File: config.mk
export PLATFORM = sky130hd
export DESIGN_NAME = ecs_sequencer
export DESIGN_NICKNAME = d
export VERILOG_FILES = /design/src/ecs_pkg.sv /design/src/ecs_sequencer.sv
export VERILOG_INCLUDE_DIRS = /design/src
export SDC_FILE = /design/constraint.sdc
export NUM_CORES = 1
export LEC_CHECK = 0
export BUFFER_PORTS_ARGS = -buffer_cell sky130_fd_sc_hd__buf_2
export CAP_MARGIN = 10
export CORE_ASPECT_RATIO = 1.75
export CORE_MARGIN = 4
export CORE_UTILIZATION = 30
export CTS_BUF_LIST = sky130_fd_sc_hd__clkbuf_4 sky130_fd_sc_hd__clkbuf_8 sky130_fd_sc_hd__clkbuf_16
export CTS_CLUSTER_DIAMETER = 200
export DETAILED_ROUTE_END_ITERATION = 10
export GPL_TIMING_DRIVEN = 0
export PLACE_DENSITY = 0.58
export SETUP_SLACK_MARGIN = 0.4
export SYNTH_ARGS = -nofsm -noshare
export SYNTH_HDL_FRONTEND = slang
export SYNTH_SLANG_ARGS = --single-unit
File: constraint.sdc
create_clock -name clk_in -period 1.9 [get_ports clk_in]
set_input_delay 0.38 -clock clk_in [delete_from_list [all_inputs] [get_ports clk_in]]
set_output_delay 0.38 -clock clk_in [all_outputs]
set_load 0.005 [all_outputs]
File: src/ecs_cfg.svh
// Purpose: constants for the externally paced conversion sequencer
// Assumes: 125 MHz clock, 8 ns period
// Notes: timing counts derive from printed times in ns
`ifndef ECS_CFG_SVH
`define ECS_CFG_SVH

`define ECS_CLK_PERIOD_NS 8
`define ECS_PULSE_MIN_NS 100
`define ECS_PULSE_MAX_NS 700
// least time rounds up, longest rounds down
`define ECS_PULSE_MIN_CYC ((`ECS_PULSE_MIN_NS + `ECS_CLK_PERIOD_NS - 1) / `ECS_CLK_PERIOD_NS)
`define ECS_PULSE_MAX_CYC (`ECS_PULSE_MAX_NS / `ECS_CLK_PERIOD_NS)
`define ECS_PARALLEL_STEPS 16
`define ECS_SERIAL_STEPS 17
`define ECS_INT_DIV 8

`endif

File: src/ecs_pkg.sv
// Purpose: types for the externally paced conversion sequencer
// Assumes: nothing
// Notes: one-hot state codes
package ecs_pkg;
    typedef enum logic [2:0] {
        ECS_IDLE = 3'b001,
        ECS_CONV = 3'b010,
        ECS_SHIFT = 3'b100
    } ecs_state_type;
endpackage

File: src/ecs_sequencer.sv
// Purpose: conversion sequencer paced by active-low trigger pulses
// Assumes: trigger input synchronous to clk_in
// Notes: internal clock used only when trigger idles high
//
// Summary of operation
// - a trigger rising edge suppresses the internal step, one step per pulse
// - parallel result complete and held after the sixteenth pulse
// - serial result fully shifted out after the seventeenth pulse
// - status goes high after the first pulse
// - status returns low after the seventeenth pulse
`timescale 1ns/1ns
`default_nettype none
`include "ecs_cfg.svh"

module ecs_sequencer
    import ecs_pkg::*;
#(
    parameter int WIDTH = 16,
    parameter int INT_DIV = `ECS_INT_DIV
) (
    // clock and reset
    input wire logic clk_in,
    input wire logic rst_in,
    // controller side
    input wire logic start_conv_n_in,
    input wire logic comparator_in,
    // result side
    output logic status_out,
    output logic [WIDTH-1:0] data_out,
    output logic serial_out,
    output logic step_out,
    output logic pulse_err_out
);
    import ecs_pkg::*;

    localparam int PMIN = `ECS_PULSE_MIN_CYC;
    localparam int PMAX = `ECS_PULSE_MAX_CYC;

    // ----------------------------------------
    // trigger pulse watch
    // ----------------------------------------
    logic trig_q, trig_d;
    logic [7:0] low_cnt_q, low_cnt_d;
    logic ext_step;
    logic err_d, err_q;

    always_comb begin
        trig_d = start_conv_n_in;
        low_cnt_d = low_cnt_q;
        err_d = 1'b0;
        if (!start_conv_n_in) begin
            if (low_cnt_q != 8'hff) begin
                low_cnt_d = low_cnt_q + 8'h01;
            end
        end else begin
            low_cnt_d = 8'h00;
        end
        // a pulse outside the window still steps; flag it for the controller
        if (ext_step && ((low_cnt_q < 8'(PMIN)) || (low_cnt_q > 8'(PMAX)))) begin
            err_d = 1'b1;
        end
    end

    // rising edge marks one externally paced step
    assign ext_step = start_conv_n_in && !trig_q;

    always_ff @(posedge clk_in) begin
        if (rst_in) begin
            trig_q <= 1'b1;
            low_cnt_q <= 8'h00;
            err_q <= 1'b0;
        end else begin
            trig_q <= trig_d;
            low_cnt_q <= low_cnt_d;
            err_q <= err_d;
        end
    end

    // ----------------------------------------
    // internal clock and step select
    // ----------------------------------------
    logic [7:0] div_q, div_d;
    logic int_tick;
    logic step;

    always_comb begin
        div_d = (div_q == 8'(INT_DIV - 1)) ? 8'h00 : div_q + 8'h01;
        // any trigger activity restarts the divider, so it never races a pulse
        if (!start_conv_n_in || ext_step) begin
            div_d = 8'h00;
        end
    end

    assign int_tick = (div_q == 8'(INT_DIV - 1)) && start_conv_n_in && trig_q;

    always_ff @(posedge clk_in) begin
        if (rst_in) begin
            div_q <= 8'h00;
        end else begin
            div_q <= div_d;
        end
    end

    // ----------------------------------------
    // step sequencer
    // ----------------------------------------
    ecs_state_type st_q, st_d;
    logic [4:0] cnt_q, cnt_d;
    logic [WIDTH-1:0] sar_q, sar_d, data_q, data_d;
    logic status_q, status_d, ser_q, ser_d, step_q;
    logic ext_mode_q, ext_mode_d;

    // in external mode internal ticks are inhibited
    assign step = ext_step || (ext_mode_q ? 1'b0 : (st_q != ECS_IDLE) && int_tick);

    always_comb begin
        st_d = st_q;
        cnt_d = cnt_q;
        sar_d = sar_q;
        data_d = data_q;
        status_d = status_q;
        ser_d = ser_q;
        ext_mode_d = ext_mode_q;
        case (st_q)
            ECS_IDLE: begin
                if (ext_step) begin
                    // first pulse opens the frame and already resolves the msb
                    st_d = ECS_CONV;
                    cnt_d = 5'd1;
                    status_d = 1'b1;
                    ext_mode_d = 1'b1;
                    ser_d = comparator_in;
                    sar_d = '0;
                    sar_d[WIDTH-1] = comparator_in;
                end
            end
            ECS_CONV: begin
                if (step) begin
                    cnt_d = cnt_q + 5'd1;
                    ser_d = comparator_in;
                    sar_d[WIDTH-1-int'(cnt_q)] = comparator_in;
                    if (cnt_q == 5'(`ECS_PARALLEL_STEPS - 1)) begin
                        // sixteenth pulse resolves the lsb and holds the word
                        data_d = {sar_q[WIDTH-1:1], comparator_in};
                        st_d = ECS_SHIFT;
                    end
                end
            end
            ECS_SHIFT: begin
                if (step) begin
                    // seventeenth pulse only closes the serial stream and the frame
                    cnt_d = cnt_q + 5'd1;
                    ser_d = 1'b0;
                    status_d = 1'b0;
                    st_d = ECS_IDLE;
                    ext_mode_d = 1'b0;
                end
            end
            default: begin
                st_d = ECS_IDLE;
                status_d = 1'b0;
            end
        endcase
    end

    always_ff @(posedge clk_in) begin
        if (rst_in) begin
            st_q <= ECS_IDLE;
            cnt_q <= 5'd0;
            sar_q <= '0;
            data_q <= '0;
            status_q <= 1'b0;
            ser_q <= 1'b0;
            step_q <= 1'b0;
            ext_mode_q <= 1'b0;
        end else begin
            st_q <= st_d;
            cnt_q <= cnt_d;
            sar_q <= sar_d;
            data_q <= data_d;
            status_q <= status_d;
            ser_q <= ser_d;
            step_q <= step;
            ext_mode_q <= ext_mode_d;
        end
    end

    assign status_out = status_q;
    assign data_out = data_q;
    assign serial_out = ser_q;
    assign step_out = step_q;
    assign pulse_err_out = err_q;
endmodule // ecs_sequencer
`default_nettype wire

==> flow_metrics.env, run 1 <==
export IMPL_run_status="complete, but fails checks"
export IMPL_violations="setup timing"
export IMPL_global_route_overflow_total=0
export IMPL_post_synth_top_area_cell="dfxtp_1"
export IMPL_syn_inst=360
export IMPL_synth_warnings=0
export IMPL_yosys_most_used_dff="dfxtp_1"
export IMPL_synth_area_leaders="dfxtp_1 39%, nand2b_1 8.3%, mux2i_1 7.0%, nor2_1 4.5%, a21oi_1 4.1%"
export IMPL_power_share_combinational_pct=10.6
export IMPL_layoutNonFillerInstCount=571
export IMPL_starting_utilization_of_the_core_area_pct=30.6
export IMPL_worst_skew_pair_late_latency_ns=0.33
export IMPL_first_iter_violations=89
export IMPL_cp_start_kind="flop"
export IMPL_drive_above_1_share_pct=39.0
export IMPL_synth_compound_gate_area_share_pct=13.8
export IMPL_power_switching_share_pct=23.8
export IMPL_die_width_um=85.5
export IMPL_max_vdd_ir_drop_mv=0.498
export IMPL_finalWorstPathRequiredPeriod_ns=1.95
export IMPL_cts_root_buffer="clkbuf_16"
export IMPL_post_place_cells=510
export IMPL_cap_viol_max_count=0
export IMPL_worstSetupStartpoint="cnt_q[0]"
export IMPL_crit_path_end_kind="flop"
export IMPL_globalRouteMet2Util_pct=27.9
export IMPL_post_synth_top_area_fraction_pct=38.7
export IMPL_global_route_usage_met3_pct=2.87
export IMPL_synthAdderAreaFrac_pct=3.17
export IMPL_fin_util_pct=45.2
export IMPL_parity_gate_share_of_the_synthesized_area_counting_xor_and_xnor_cells_pct=3.33
export IMPL_cts_path_max_buffers=2
export IMPL_synth_mux_area_share_pct=6.98
export IMPL_yosysUniqueCellTypes=49
export IMPL_tightestPinTransition_ns=0.571
export IMPL_fin_nets=453
export IMPL_grt_max_degree=11
export IMPL_period_share_pct=103
export IMPL_place_gp_congestion=0.862
export IMPL_hold_path_class="in -> reg"
export IMPL_ff2ff_setup_slack_ns=-0.05
export IMPL_grt_total_usage_pct=14.5
export IMPL_timing_final_hold_violations=0
export IMPL_synth_ff_latch_count=61
export IMPL_pd_cells_nw_per_um2=673
export IMPL_std_cell_rows=49
export IMPL_yosysSeqAreaShare_pct=38.7
export IMPL_core_area_um2=10300
export IMPL_post_synth_net_total=372
export IMPL_grt_use_met1_pct=14.2
export IMPL_setup_slack_of_the_critical_path_after_layout_ns=-0.0497
export IMPL_numPortBuffers=23
export IMPL_cts_buffers_inserted=9
export IMPL_report_final_slew_viol_count=0
export IMPL_wire_per_inst_um=15.8
export IMPL_number_of_nets_with_antenna_violations_after_detailed_routing=0
export IMPL_synth_most_common_cell="dfxtp_1"
export IMPL_clock_sink_count=61
export IMPL_num_io_pins=24
export IMPL_timing_clock_skew_ns=0.00565
export IMPL_detail_route_wirelength_mm=9.03
export IMPL_post_cts_hold_buffer_count=0
export IMPL_dieArea_um2=12300
export IMPL_vias_per_cell=5.26
export IMPL_yosys_top_cells_count="61 x dfxtp_1, 42 x nand2b_1, 38 x nor2_1, 26 x a21oi_1, 22 x mux2i_1"
export IMPL_ctsHtreeMaxLevel=3
export IMPL_synthSimpleGateAreaFrac_pct=28.2
export IMPL_synth_enable_flop_cells=0
export IMPL_regToRegStartpoint="cnt_q[0]"
export IMPL_area_growth_pct=47.6
export IMPL_first_global_vias=2898
export IMPL_data_arrival_at_the_endpoint_of_the_critical_path_ns=2.16
export IMPL_cts_tree="built"
export IMPL_seq_pwr_share_pct=41.7
export IMPL_grt_pass1_wl_mm=13.9
export IMPL_timing_critical_path_fanout_max=6
export IMPL_power_clock_fraction_pct=47.7
export IMPL_antenna_found_initial=0
export IMPL_worst_slew_margin_rel_pct=61.9
export IMPL_vertical_extent_of_the_die_um=144
export IMPL_total_vias_in_the_final_route=3004
export IMPL_antenna_diode_count=0
export IMPL_setup_violations=12
export IMPL_grt_busiest_layer="met2"
export IMPL_register_to_register_path_depth=10
export IMPL_timing_setup_critical_path_class="reg -> reg"
export IMPL_static_leakage_power_nw=1.64
export IMPL_worst_ep_required_time_ns=2.11
export IMPL_synth_top_family_by_area="simple AND/OR/NAND/NOR gates"
export IMPL_timing_critical_path_to="sar_q[14]"
export IMPL_power_report_internal_total_w=0.00239
export IMPL_synth_cell_area_um2=3160
export IMPL_path_clk_slew_ns=0.05
export IMPL_syn_area_per_cell_um2=8.77
export IMPL_p_sw_w=0.000745
export IMPL_detail_route_drc_violations=0
export IMPL_fmax_mhz=513
export IMPL_hpwl_mm=5.62
export IMPL_asyncSetResetFlopFracSynth_pct=0
export IMPL_regToRegEndpoint="sar_q[14]"
export IMPL_grt_setup_unrepaired="yes"
export IMPL_detail_route_first_pass_iterations=4
layout make-up:
cell class                      instances  area (µm²)
Sequential cell                        61        1260
Timing Repair Buffer                   70         562
Clock inverter                          2        10.0
Multi-Input combinational cell        261        2130
Inverter                               11        47.5
Fill cell                             996        5640
Buffer                                 27         224
Tap cell                              127         159
Clock buffer                           12         260
power by group through the flow:
stage	sequential (W)	combinational [W]	clock, W
2_1_floorplan	0.00134	0.000153	0
3_3_place_gp	0.00134	0.000202	0
3_5_place_dp	0.00134	0.000205	0
4_1_cts	0.00131	0.000266	0.00152
5_1_grt	0.00131	0.000355	0.00158
6_report	0.00131	0.000331	0.00150
placed cells by master, fill, tap and decap left out, drive strengths merged, types with 2 or more instances in the layout:
cell type / Yosys / routed
and3b: 2 / 2
clkbuf: 17 / 28
nor3: 11 / 11
nand2: 11 / 11
nand2b: 42 / 42
o41ai: 11 / 11
nand4: 15 / 15
nor2: 38 / 38
a41oi: 3 / 3
and3: 3 / 3
a21oi: 26 / 26
or4: 4 / 4
mux2i: 22 / 22
nor4: 8 / 8
dfxtp: 61 / 61
inv: 11 / 10
xnor2: 7 / 7
nor2b: 3 / 3
ha: 8 / 8
o21a: 3 / 3
or3b: 2 / 2
o21ai: 7 / 7
buf: 10 / 81
nand3: 8 / 8
or2: 4 / 4
xor2: 5 / 5
clkinv: 0 / 2
o31ai: 3 / 3
a221o: 2 / 2
a31oi: 2 / 2
or4b: 2 / 2
state kept, by name, indices dropped and copies added (netlist names):
register	cells
cnt_q	5
data_out	16
div_q	8
ext_mode_q	1
low_cnt_q	8
pulse_err_out	1
sar_q	15
serial_out	1
st_q	3
status_out	1
step_out	1
trig_q	1
logic make-up (layout without fill, tap and decap cells):
family          after synthesis  in the layout
simple gates                156            156
compound gates               63             63
flops                        61             61
buf+inv                      38            122
mux                          22             22
xor+xnor                     12             12
fa+ha+maj                     8              8
repair_timing:
action / in CTS / in global routing
setup buffers: 25 / 17
gates cloned: 4 / 1
gates resized for setup: 55 / 50
setup endpoints to repair: 43 / 49
pin swaps: 22 / 30
critical path: stages (launching register included):
cell and delay (ns):
dfxtp_4 0.35, ha_4 0.14, inv_4 0.04, nor2_2 0.08, ha_2 0.20, nor2b_4 0.05
or2_4 0.25, buf_8 0.14, clkbuf_16 0.16, o41ai_2 0.32, a21oi_1 0.10
through the flow:
stage | worst slack, ns | setup TNS, ns | instance area, µm² | hold WS [ns] | power [W]
2_1_floorplan | 0.0482 | 0 | 3290 | 0.404 | 0.00149
3_3_place_gp | -0.271 | -4.52 | 3560 | 0.412 | 0.00154
3_5_place_dp | -0.298 | -4.85 | 3560 | 0.425 | 0.00154
4_1_cts | 0.00773 | 0 | 4300 | 0.339 | 0.00310
5_1_grt | -0.128 | -2.21 | 4660 | 0.400 | 0.00324
6_report | -0.0497 | -0.288 | 4660 | 0.374 | 0.00313
how the worst min path moves through the flow:
stage / start / end / slack (ns) / cells past startpoint
after detailed placement: div_q[0] / div_q[0] / 0.42 / 1
after CTS: start_conv_n_in / div_q[2] / 0.34 / 3
after global placement: div_q[0] / div_q[0] / 0.41 / 1
after floorplan: div_q[0] / div_q[0] / 0.40 / 1
final: start_conv_n_in / div_q[2] / 0.37 / 3
after global routing: start_conv_n_in / div_q[2] / 0.40 / 3
metal layers:
layer  vias to the layer above  share of wire [%]
li1                       1445                  -
met1                      1460                 37
met2                        68                 56
met3                        31                3.1
met4                         0                4.0
met5                         -                  0
Note: power is estimated with default switching activity, not from simulation.
==> inputs of run 2 (changes only) <==
--- a/config.mk
+++ b/config.mk
@@ -8,14 +8,14 @@
 export LEC_CHECK = 0
 export BUFFER_PORTS_ARGS = -buffer_cell sky130_fd_sc_hd__buf_2
 export CAP_MARGIN = 10
-export CORE_ASPECT_RATIO = 1.75
+export CORE_ASPECT_RATIO = 0.6
 export CORE_MARGIN = 4
 export CORE_UTILIZATION = 30
 export CTS_BUF_LIST = sky130_fd_sc_hd__clkbuf_4 sky130_fd_sc_hd__clkbuf_8 sky130_fd_sc_hd__clkbuf_16
 export CTS_CLUSTER_DIAMETER = 200
 export DETAILED_ROUTE_END_ITERATION = 10
 export GPL_TIMING_DRIVEN = 0
-export PLACE_DENSITY = 0.58
+export PLACE_DENSITY = 0.57
 export SETUP_SLACK_MARGIN = 0.4
 export SYNTH_ARGS = -nofsm -noshare
 export SYNTH_HDL_FRONTEND = slang
==> constraint.sdc (replaced) <==
create_clock -name clk_in -period 2.4 [get_ports clk_in]
set_input_delay 0.48 -clock clk_in [delete_from_list [all_inputs] [get_ports clk_in]]
set_output_delay 0.48 -clock clk_in [all_outputs]
set_load 0.005 [all_outputs]
==> flow_metrics.env, run 2 (synthesized netlist as in run 1, its figures left out) <==
export IMPL_run_status="finished, final reports clean"
export IMPL_crit_path_end_kind="flop"
export IMPL_fmax_mhz=516
export IMPL_worst_path_most_repeated_cell="buf_6"
export IMPL_area_growth_pct=28.7
export IMPL_max_vdd_ir_drop_mv=0.379
export IMPL_hpwl_mm=5.59
export IMPL_numPortBuffers=23
export IMPL_period_share_pct=80.8
export IMPL_ff2ff_setup_slack_ns=0.46
export IMPL_cap_viol_max_count=0
export IMPL_num_io_pins=24
export IMPL_grt_max_degree=11
export IMPL_starting_utilization_of_the_core_area_pct=31.4
export IMPL_hold_path_startpoint="div_q[0]"
export IMPL_report_final_slew_viol_count=0
export IMPL_most_common_layout_cells="55 x dfxtp_1, 42 x nand2b_1, 37 x nor2_1"
export IMPL_cts_root_buffer="clkbuf_16"
export IMPL_finalWorstPathRequiredPeriod_ns=1.94
export IMPL_antenna_diode_count=0
export IMPL_worst_ep_required_time_ns=2.60
export IMPL_timing_setup_critical_path_class="reg -> reg"
export IMPL_hold_path_depth=1
export IMPL_vias_per_cell=5.10
export IMPL_data_arrival_at_the_endpoint_of_the_critical_path_ns=2.14
export IMPL_std_cell_rows=28
export IMPL_core_area_um2=10100
export IMPL_tns_ns=0
export IMPL_number_of_nets_with_antenna_violations_after_detailed_routing=0
export IMPL_worst_skew_pair_late_latency_ns=0.33
export IMPL_antenna_found_initial=0
export IMPL_ctsHtreeMaxLevel=3
export IMPL_finish_instance_area_um2=4060
export IMPL_total_vias_in_the_final_route=2790
export IMPL_timing_clock_skew_ns=0.00794
export IMPL_path_clk_slew_ns=0.05
export IMPL_global_route_overflow_total=0
export IMPL_pd_cells_nw_per_um2=622
export IMPL_static_leakage_power_nw=1.41
export IMPL_largest_register_ffs=16
export IMPL_clock_sink_count=61
export IMPL_grt_total_usage_pct=13.9
export IMPL_place_gp_congestion=0.873
export IMPL_cts_tree="built"
export IMPL_cp_start_kind="flop"
export IMPL_vertical_extent_of_the_die_um=87.4
export IMPL_wire_per_inst_um=15.1
export IMPL_fin_nets=419
export IMPL_detail_route_first_pass_iterations=4
export IMPL_setup_violations=0
export IMPL_regToRegEndpoint="st_q[0]"
export IMPL_layout_cells_most_common="dfxtp_1"
export IMPL_timing_critical_path_fanout_max=7
export IMPL_placement_cell_area_um2=3440
export IMPL_post_cts_hold_buffer_count=0
export IMPL_tightestPinTransition_ns=0.569
export IMPL_cts_path_max_buffers=2
export IMPL_cts_buffers_inserted=9
export IMPL_first_global_vias=2735
export IMPL_register_to_register_path_depth=7
export IMPL_hold_path_class="reg -> reg"
export IMPL_hold_end="div_q[0]"
export IMPL_regToRegStartpoint="st_q[0]"
export IMPL_detail_route_drc_violations=0
export IMPL_path_cells="buf_6, or3b_4, a41oi_4, buf_6, buf_12, nand3_2, a221o_1"
export IMPL_detail_route_wirelength_mm=8.28
export IMPL_dieArea_um2=12300
export IMPL_drive_above_1_share_pct=24.3
export IMPL_die_width_um=140
export IMPL_grt_setup_unrepaired="no"
export IMPL_worst_slew_margin_rel_pct=62.0
export IMPL_first_iter_violations=392
export IMPL_max_stage_delay_ns=0.41
export IMPL_timing_final_hold_violations=0
export IMPL_grt_pass1_wl_mm=13.5
export IMPL_critPathSlowestCell="or3b_4"
==> run 2: changes by cell type in the layout (fill, tap and decap cells not counted), sizes merged <==
cell    before  now
bufinv       0    1
inv         10   11
buf         81   45
clkbuf      28   30
==> run 2: layout make-up <==
cell class	instances	area, µm²
Fill cell	985	5990
Multi-Input combinational cell	261	1890
Sequential cell	61	1240
Clock buffer	12	254
Timing Repair Buffer	36	231
Buffer	27	186
Tap cell	135	169
Clock inverter	4	47.5
Inverter	11	43.8
==> run 2: timing repair <==
action                     CTS  global route
gates resized for setup     18            33
setup buffers                6             4
pin swaps                    3            11
cloned                       0             3
setup endpoints to repair   25            23
==> run 2: worst max-delay path, delay by kind of cell (launching register included) <==
kind / cells / cell delay, ns
flops: 1 / 0.32
simple gates: 2 / 0.48
compound gates: 2 / 0.60
buf+inv: 3 / 0.40
==> run 2: worst max-delay path by stage <==
stage / start / slack, ns / cells after the start / to
after CTS: cnt_q[1] / 0.40 / 10 / sar_q[6]
after floorplan: cnt_q[0] / 0.42 / 10 / sar_q[5]
after global placement: cnt_q[0] / 0.10 / 10 / sar_q[14]
after global routing: st_q[0] / 0.38 / 7 / st_q[0]
final: st_q[0] / 0.46 / 7 / st_q[0]
after detailed placement: cnt_q[0] / 0.10 / 10 / sar_q[14]
==> run 2: power breakdown <==
part           leakage, nW  switching, W  internal (W)
Combinational        0.764      0.000120     0.0000785
Clock                0.149      0.000440      0.000850
Sequential           0.496     0.0000109       0.00102
Total                 1.41      0.000571       0.00195
==> run 2: metal layers <==
layer,vias up,GRT usage (%),wire length [µm]
li1,1382,-,-
met1,1309,20.9,4410
met2,92,18.2,3130
met3,7,4.17,636
met4,0,5.28,101
met5,-,0,0
==> run 2: stage by stage <==
stage	power [W]	utilization, %	setup WS [ns]	cells	hold slack (ns)
after floorplan	0.00117	-	0.418	360	0.426
after global placement	0.00121	34.2	0.104	518	0.440
after detailed placement	0.00121	34.2	0.103	518	0.451
after global routing	0.00263	40.4	0.385	547	0.454
after CTS	0.00254	38.3	0.398	540	0.453
final	0.00252	40.4	0.461	547	0.428
==> inputs of run 3 (changes only) <==
==> constraint.sdc (replaced) <==
create_clock -name clk_in -period 1.95 [get_ports clk_in]
set_input_delay 0.39 -clock clk_in [delete_from_list [all_inputs] [get_ports clk_in]]
set_output_delay 0.39 -clock clk_in [all_outputs]
set_load 0.005 [all_outputs]
==> flow_metrics.env, run 3 (synthesized netlist as in run 1, its figures left out) <==
export IMPL_run_status="complete, but fails checks"
export IMPL_violations="setup timing"
export IMPL_place_gp_congestion=0.853
export IMPL_number_of_nets_with_antenna_violations_after_detailed_routing=0
export IMPL_hold_path_startpoint="start_conv_n_in"
export IMPL_register_to_register_path_depth=10
export IMPL_worst_path_most_repeated_cell="ha_4"
export IMPL_detail_route_first_pass_iterations=4
export IMPL_timing_setup_critical_path_class="reg -> reg"
export IMPL_starting_utilization_of_the_core_area_pct=31.4
export IMPL_grt_max_degree=13
export IMPL_first_iter_violations=243
export IMPL_timing_critical_path_to="sar_q[9]"
export IMPL_ctsHtreeMaxLevel=3
export IMPL_finalWorstPathRequiredPeriod_ns=1.97
export IMPL_clock_sink_count=61
export IMPL_most_common_layout_cells="49 x dfxtp_1, 41 x nand2b_1, 34 x nor2_1"
export IMPL_tns_ns=-0.0402
export IMPL_detail_route_wirelength_mm=9.06
export IMPL_pd_cells_nw_per_um2=709
export IMPL_setup_violations=3
export IMPL_timing_final_hold_violations=0
export IMPL_grt_use_met1_pct=20.8
export IMPL_cap_viol_max_count=0
export IMPL_path_cells="ha_4, inv_4, nor2_4, ha_4, nor2b_4, or2_1, buf_8, clkbuf_16, o41ai_4, a21oi_1"
export IMPL_cts_buffers_inserted=9
export IMPL_worst_skew_pair_late_latency_ns=0.34
export IMPL_crit_path_end_kind="flop"
export IMPL_die_width_um=140
export IMPL_timing_critical_path_fanout_max=6
export IMPL_setup_slack_of_the_critical_path_after_layout_ns=-0.0215
export IMPL_vias_per_cell=5.14
export IMPL_post_cts_hold_buffer_count=0
export IMPL_drive_above_1_share_pct=36.4
export IMPL_worstSetupStartpoint="cnt_q[0]"
export IMPL_max_stage_delay_ns=0.36
export IMPL_wire_per_inst_um=16.0
export IMPL_largest_register_ffs=16
export IMPL_area_growth_pct=45.8
export IMPL_ff2ff_setup_slack_ns=-0.02
export IMPL_numPortBuffers=23
export IMPL_timing_clock_skew_ns=0.00456
export IMPL_antenna_found_initial=0
export IMPL_grt_pass1_wl_mm=13.8
export IMPL_cts_path_max_buffers=2
export IMPL_critPathSlowestCell="dfxtp_4"
export IMPL_first_global_vias=2685
export IMPL_cp_start_kind="flop"
export IMPL_num_io_pins=24
export IMPL_period_share_pct=101
export IMPL_path_clk_slew_ns=0.06
export IMPL_cts_tree="built"
export IMPL_worst_slew_margin_rel_pct=57.0
export IMPL_regToRegEndpoint="sar_q[9]"
export IMPL_num_fill_cells=896
export IMPL_hold_path_class="in -> reg"
export IMPL_vertical_extent_of_the_die_um=87.4
export IMPL_global_route_overflow_total=0
export IMPL_layout_cells_most_common="dfxtp_1"
export IMPL_total_vias_in_the_final_route=2908
export IMPL_hpwl_mm=5.59
export IMPL_detail_route_drc_violations=0
export IMPL_fin_nets=438
export IMPL_dieArea_um2=12300
export IMPL_static_leakage_power_nw=1.58
export IMPL_antenna_diode_count=0
export IMPL_grt_total_usage_pct=14.3
export IMPL_grt_busiest_layer="met1"
export IMPL_max_vdd_ir_drop_mv=0.399
export IMPL_globalRouteMet2Util_pct=19.8
export IMPL_report_final_slew_viol_count=0
export IMPL_core_area_um2=10100
export IMPL_fmax_mhz=507
export IMPL_cts_root_buffer="clkbuf_16"
export IMPL_tightestPinTransition_ns=0.641
export IMPL_worst_ep_required_time_ns=2.17
export IMPL_grt_setup_unrepaired="yes"
export IMPL_p_total_w=0.00326
export IMPL_std_cell_rows=28
export IMPL_data_arrival_at_the_endpoint_of_the_critical_path_ns=2.19
export IMPL_global_route_usage_met3_pct=4.33
export IMPL_dp_worst_slack_ns=-0.166
export IMPL_regToRegStartpoint="cnt_q[0]"
==> run 3: worst min-delay path by stage <==
stage | endpoint | slack, ns | cells past startpoint
after floorplan | div_q[0] | 0.40 | 1
after global placement | div_q[0] | 0.42 | 1
after detailed placement | div_q[0] | 0.42 | 1
after CTS | div_q[2] | 0.34 | 3
after global routing | div_q[2] | 0.38 | 3
final | div_q[2] | 0.36 | 3
==> run 3: critical path, delay by kind of cell, from the launching register on <==
kind                     cells  cell delay [ns]
AO/OA/AOI/OAI                2             0.44
AND/OR/NAND/NOR              3             0.40
adder cells (fa/ha/maj)      2             0.29
flip-flops                   1             0.36
buffers and inverters        3             0.36
==> run 3: stage by stage <==
| step | utilization, % | hold WS [ns] | cell area, µm² | std cells |
|---|---|---|---|---|
| floorplan | - | 0.404 | 3280 | 360 |
| global placement | 35.4 | 0.416 | 3560 | 518 |
| detailed placement | 35.4 | 0.422 | 3560 | 518 |
| CTS | 41.5 | 0.344 | 4170 | 550 |
| global route | 45.8 | 0.377 | 4600 | 566 |
| finish | 45.8 | 0.363 | 4600 | 566 |
==> run 3: power breakdown <==
part / switching, W / leakage (nW) / total, W / internal, W
clock: 0.000601 / 0.146 / 0.00167 / 0.00107
combinational: 0.000181 / 0.934 / 0.000321 / 0.000140
sequential: 0.0000158 / 0.500 / 0.00127 / 0.00126
==> run 3: area by class of cell <==
type / count / area (µm²) / area share (%)
multi-input cells: 261 / 2140 / 46.5
flip-flops and latches: 61 / 1260 / 27.4
repair buffers: 55 / 442 / 9.60
clock buffers: 10 / 250 / 5.44
plain buffers: 27 / 224 / 4.87
well taps: 135 / 169 / 3.67
clock inverters: 6 / 70.1 / 1.52
inverters: 11 / 47.5 / 1.03
==> run 3: per-layer routing <==
metal / routed length (µm) / part of all wire [%]
met5: 0 / 0
met4: 150 / 1.7
met3: 609 / 6.7
met2: 3720 / 41
met1: 4580 / 51
==> run 3: timing repair <==
action                     4_1_cts  5_1_grt
gates cloned                     2        3
setup endpoints to repair       44       47
pin swaps                       17       29
setup buffers                   14       13
gates resized for setup         42       60
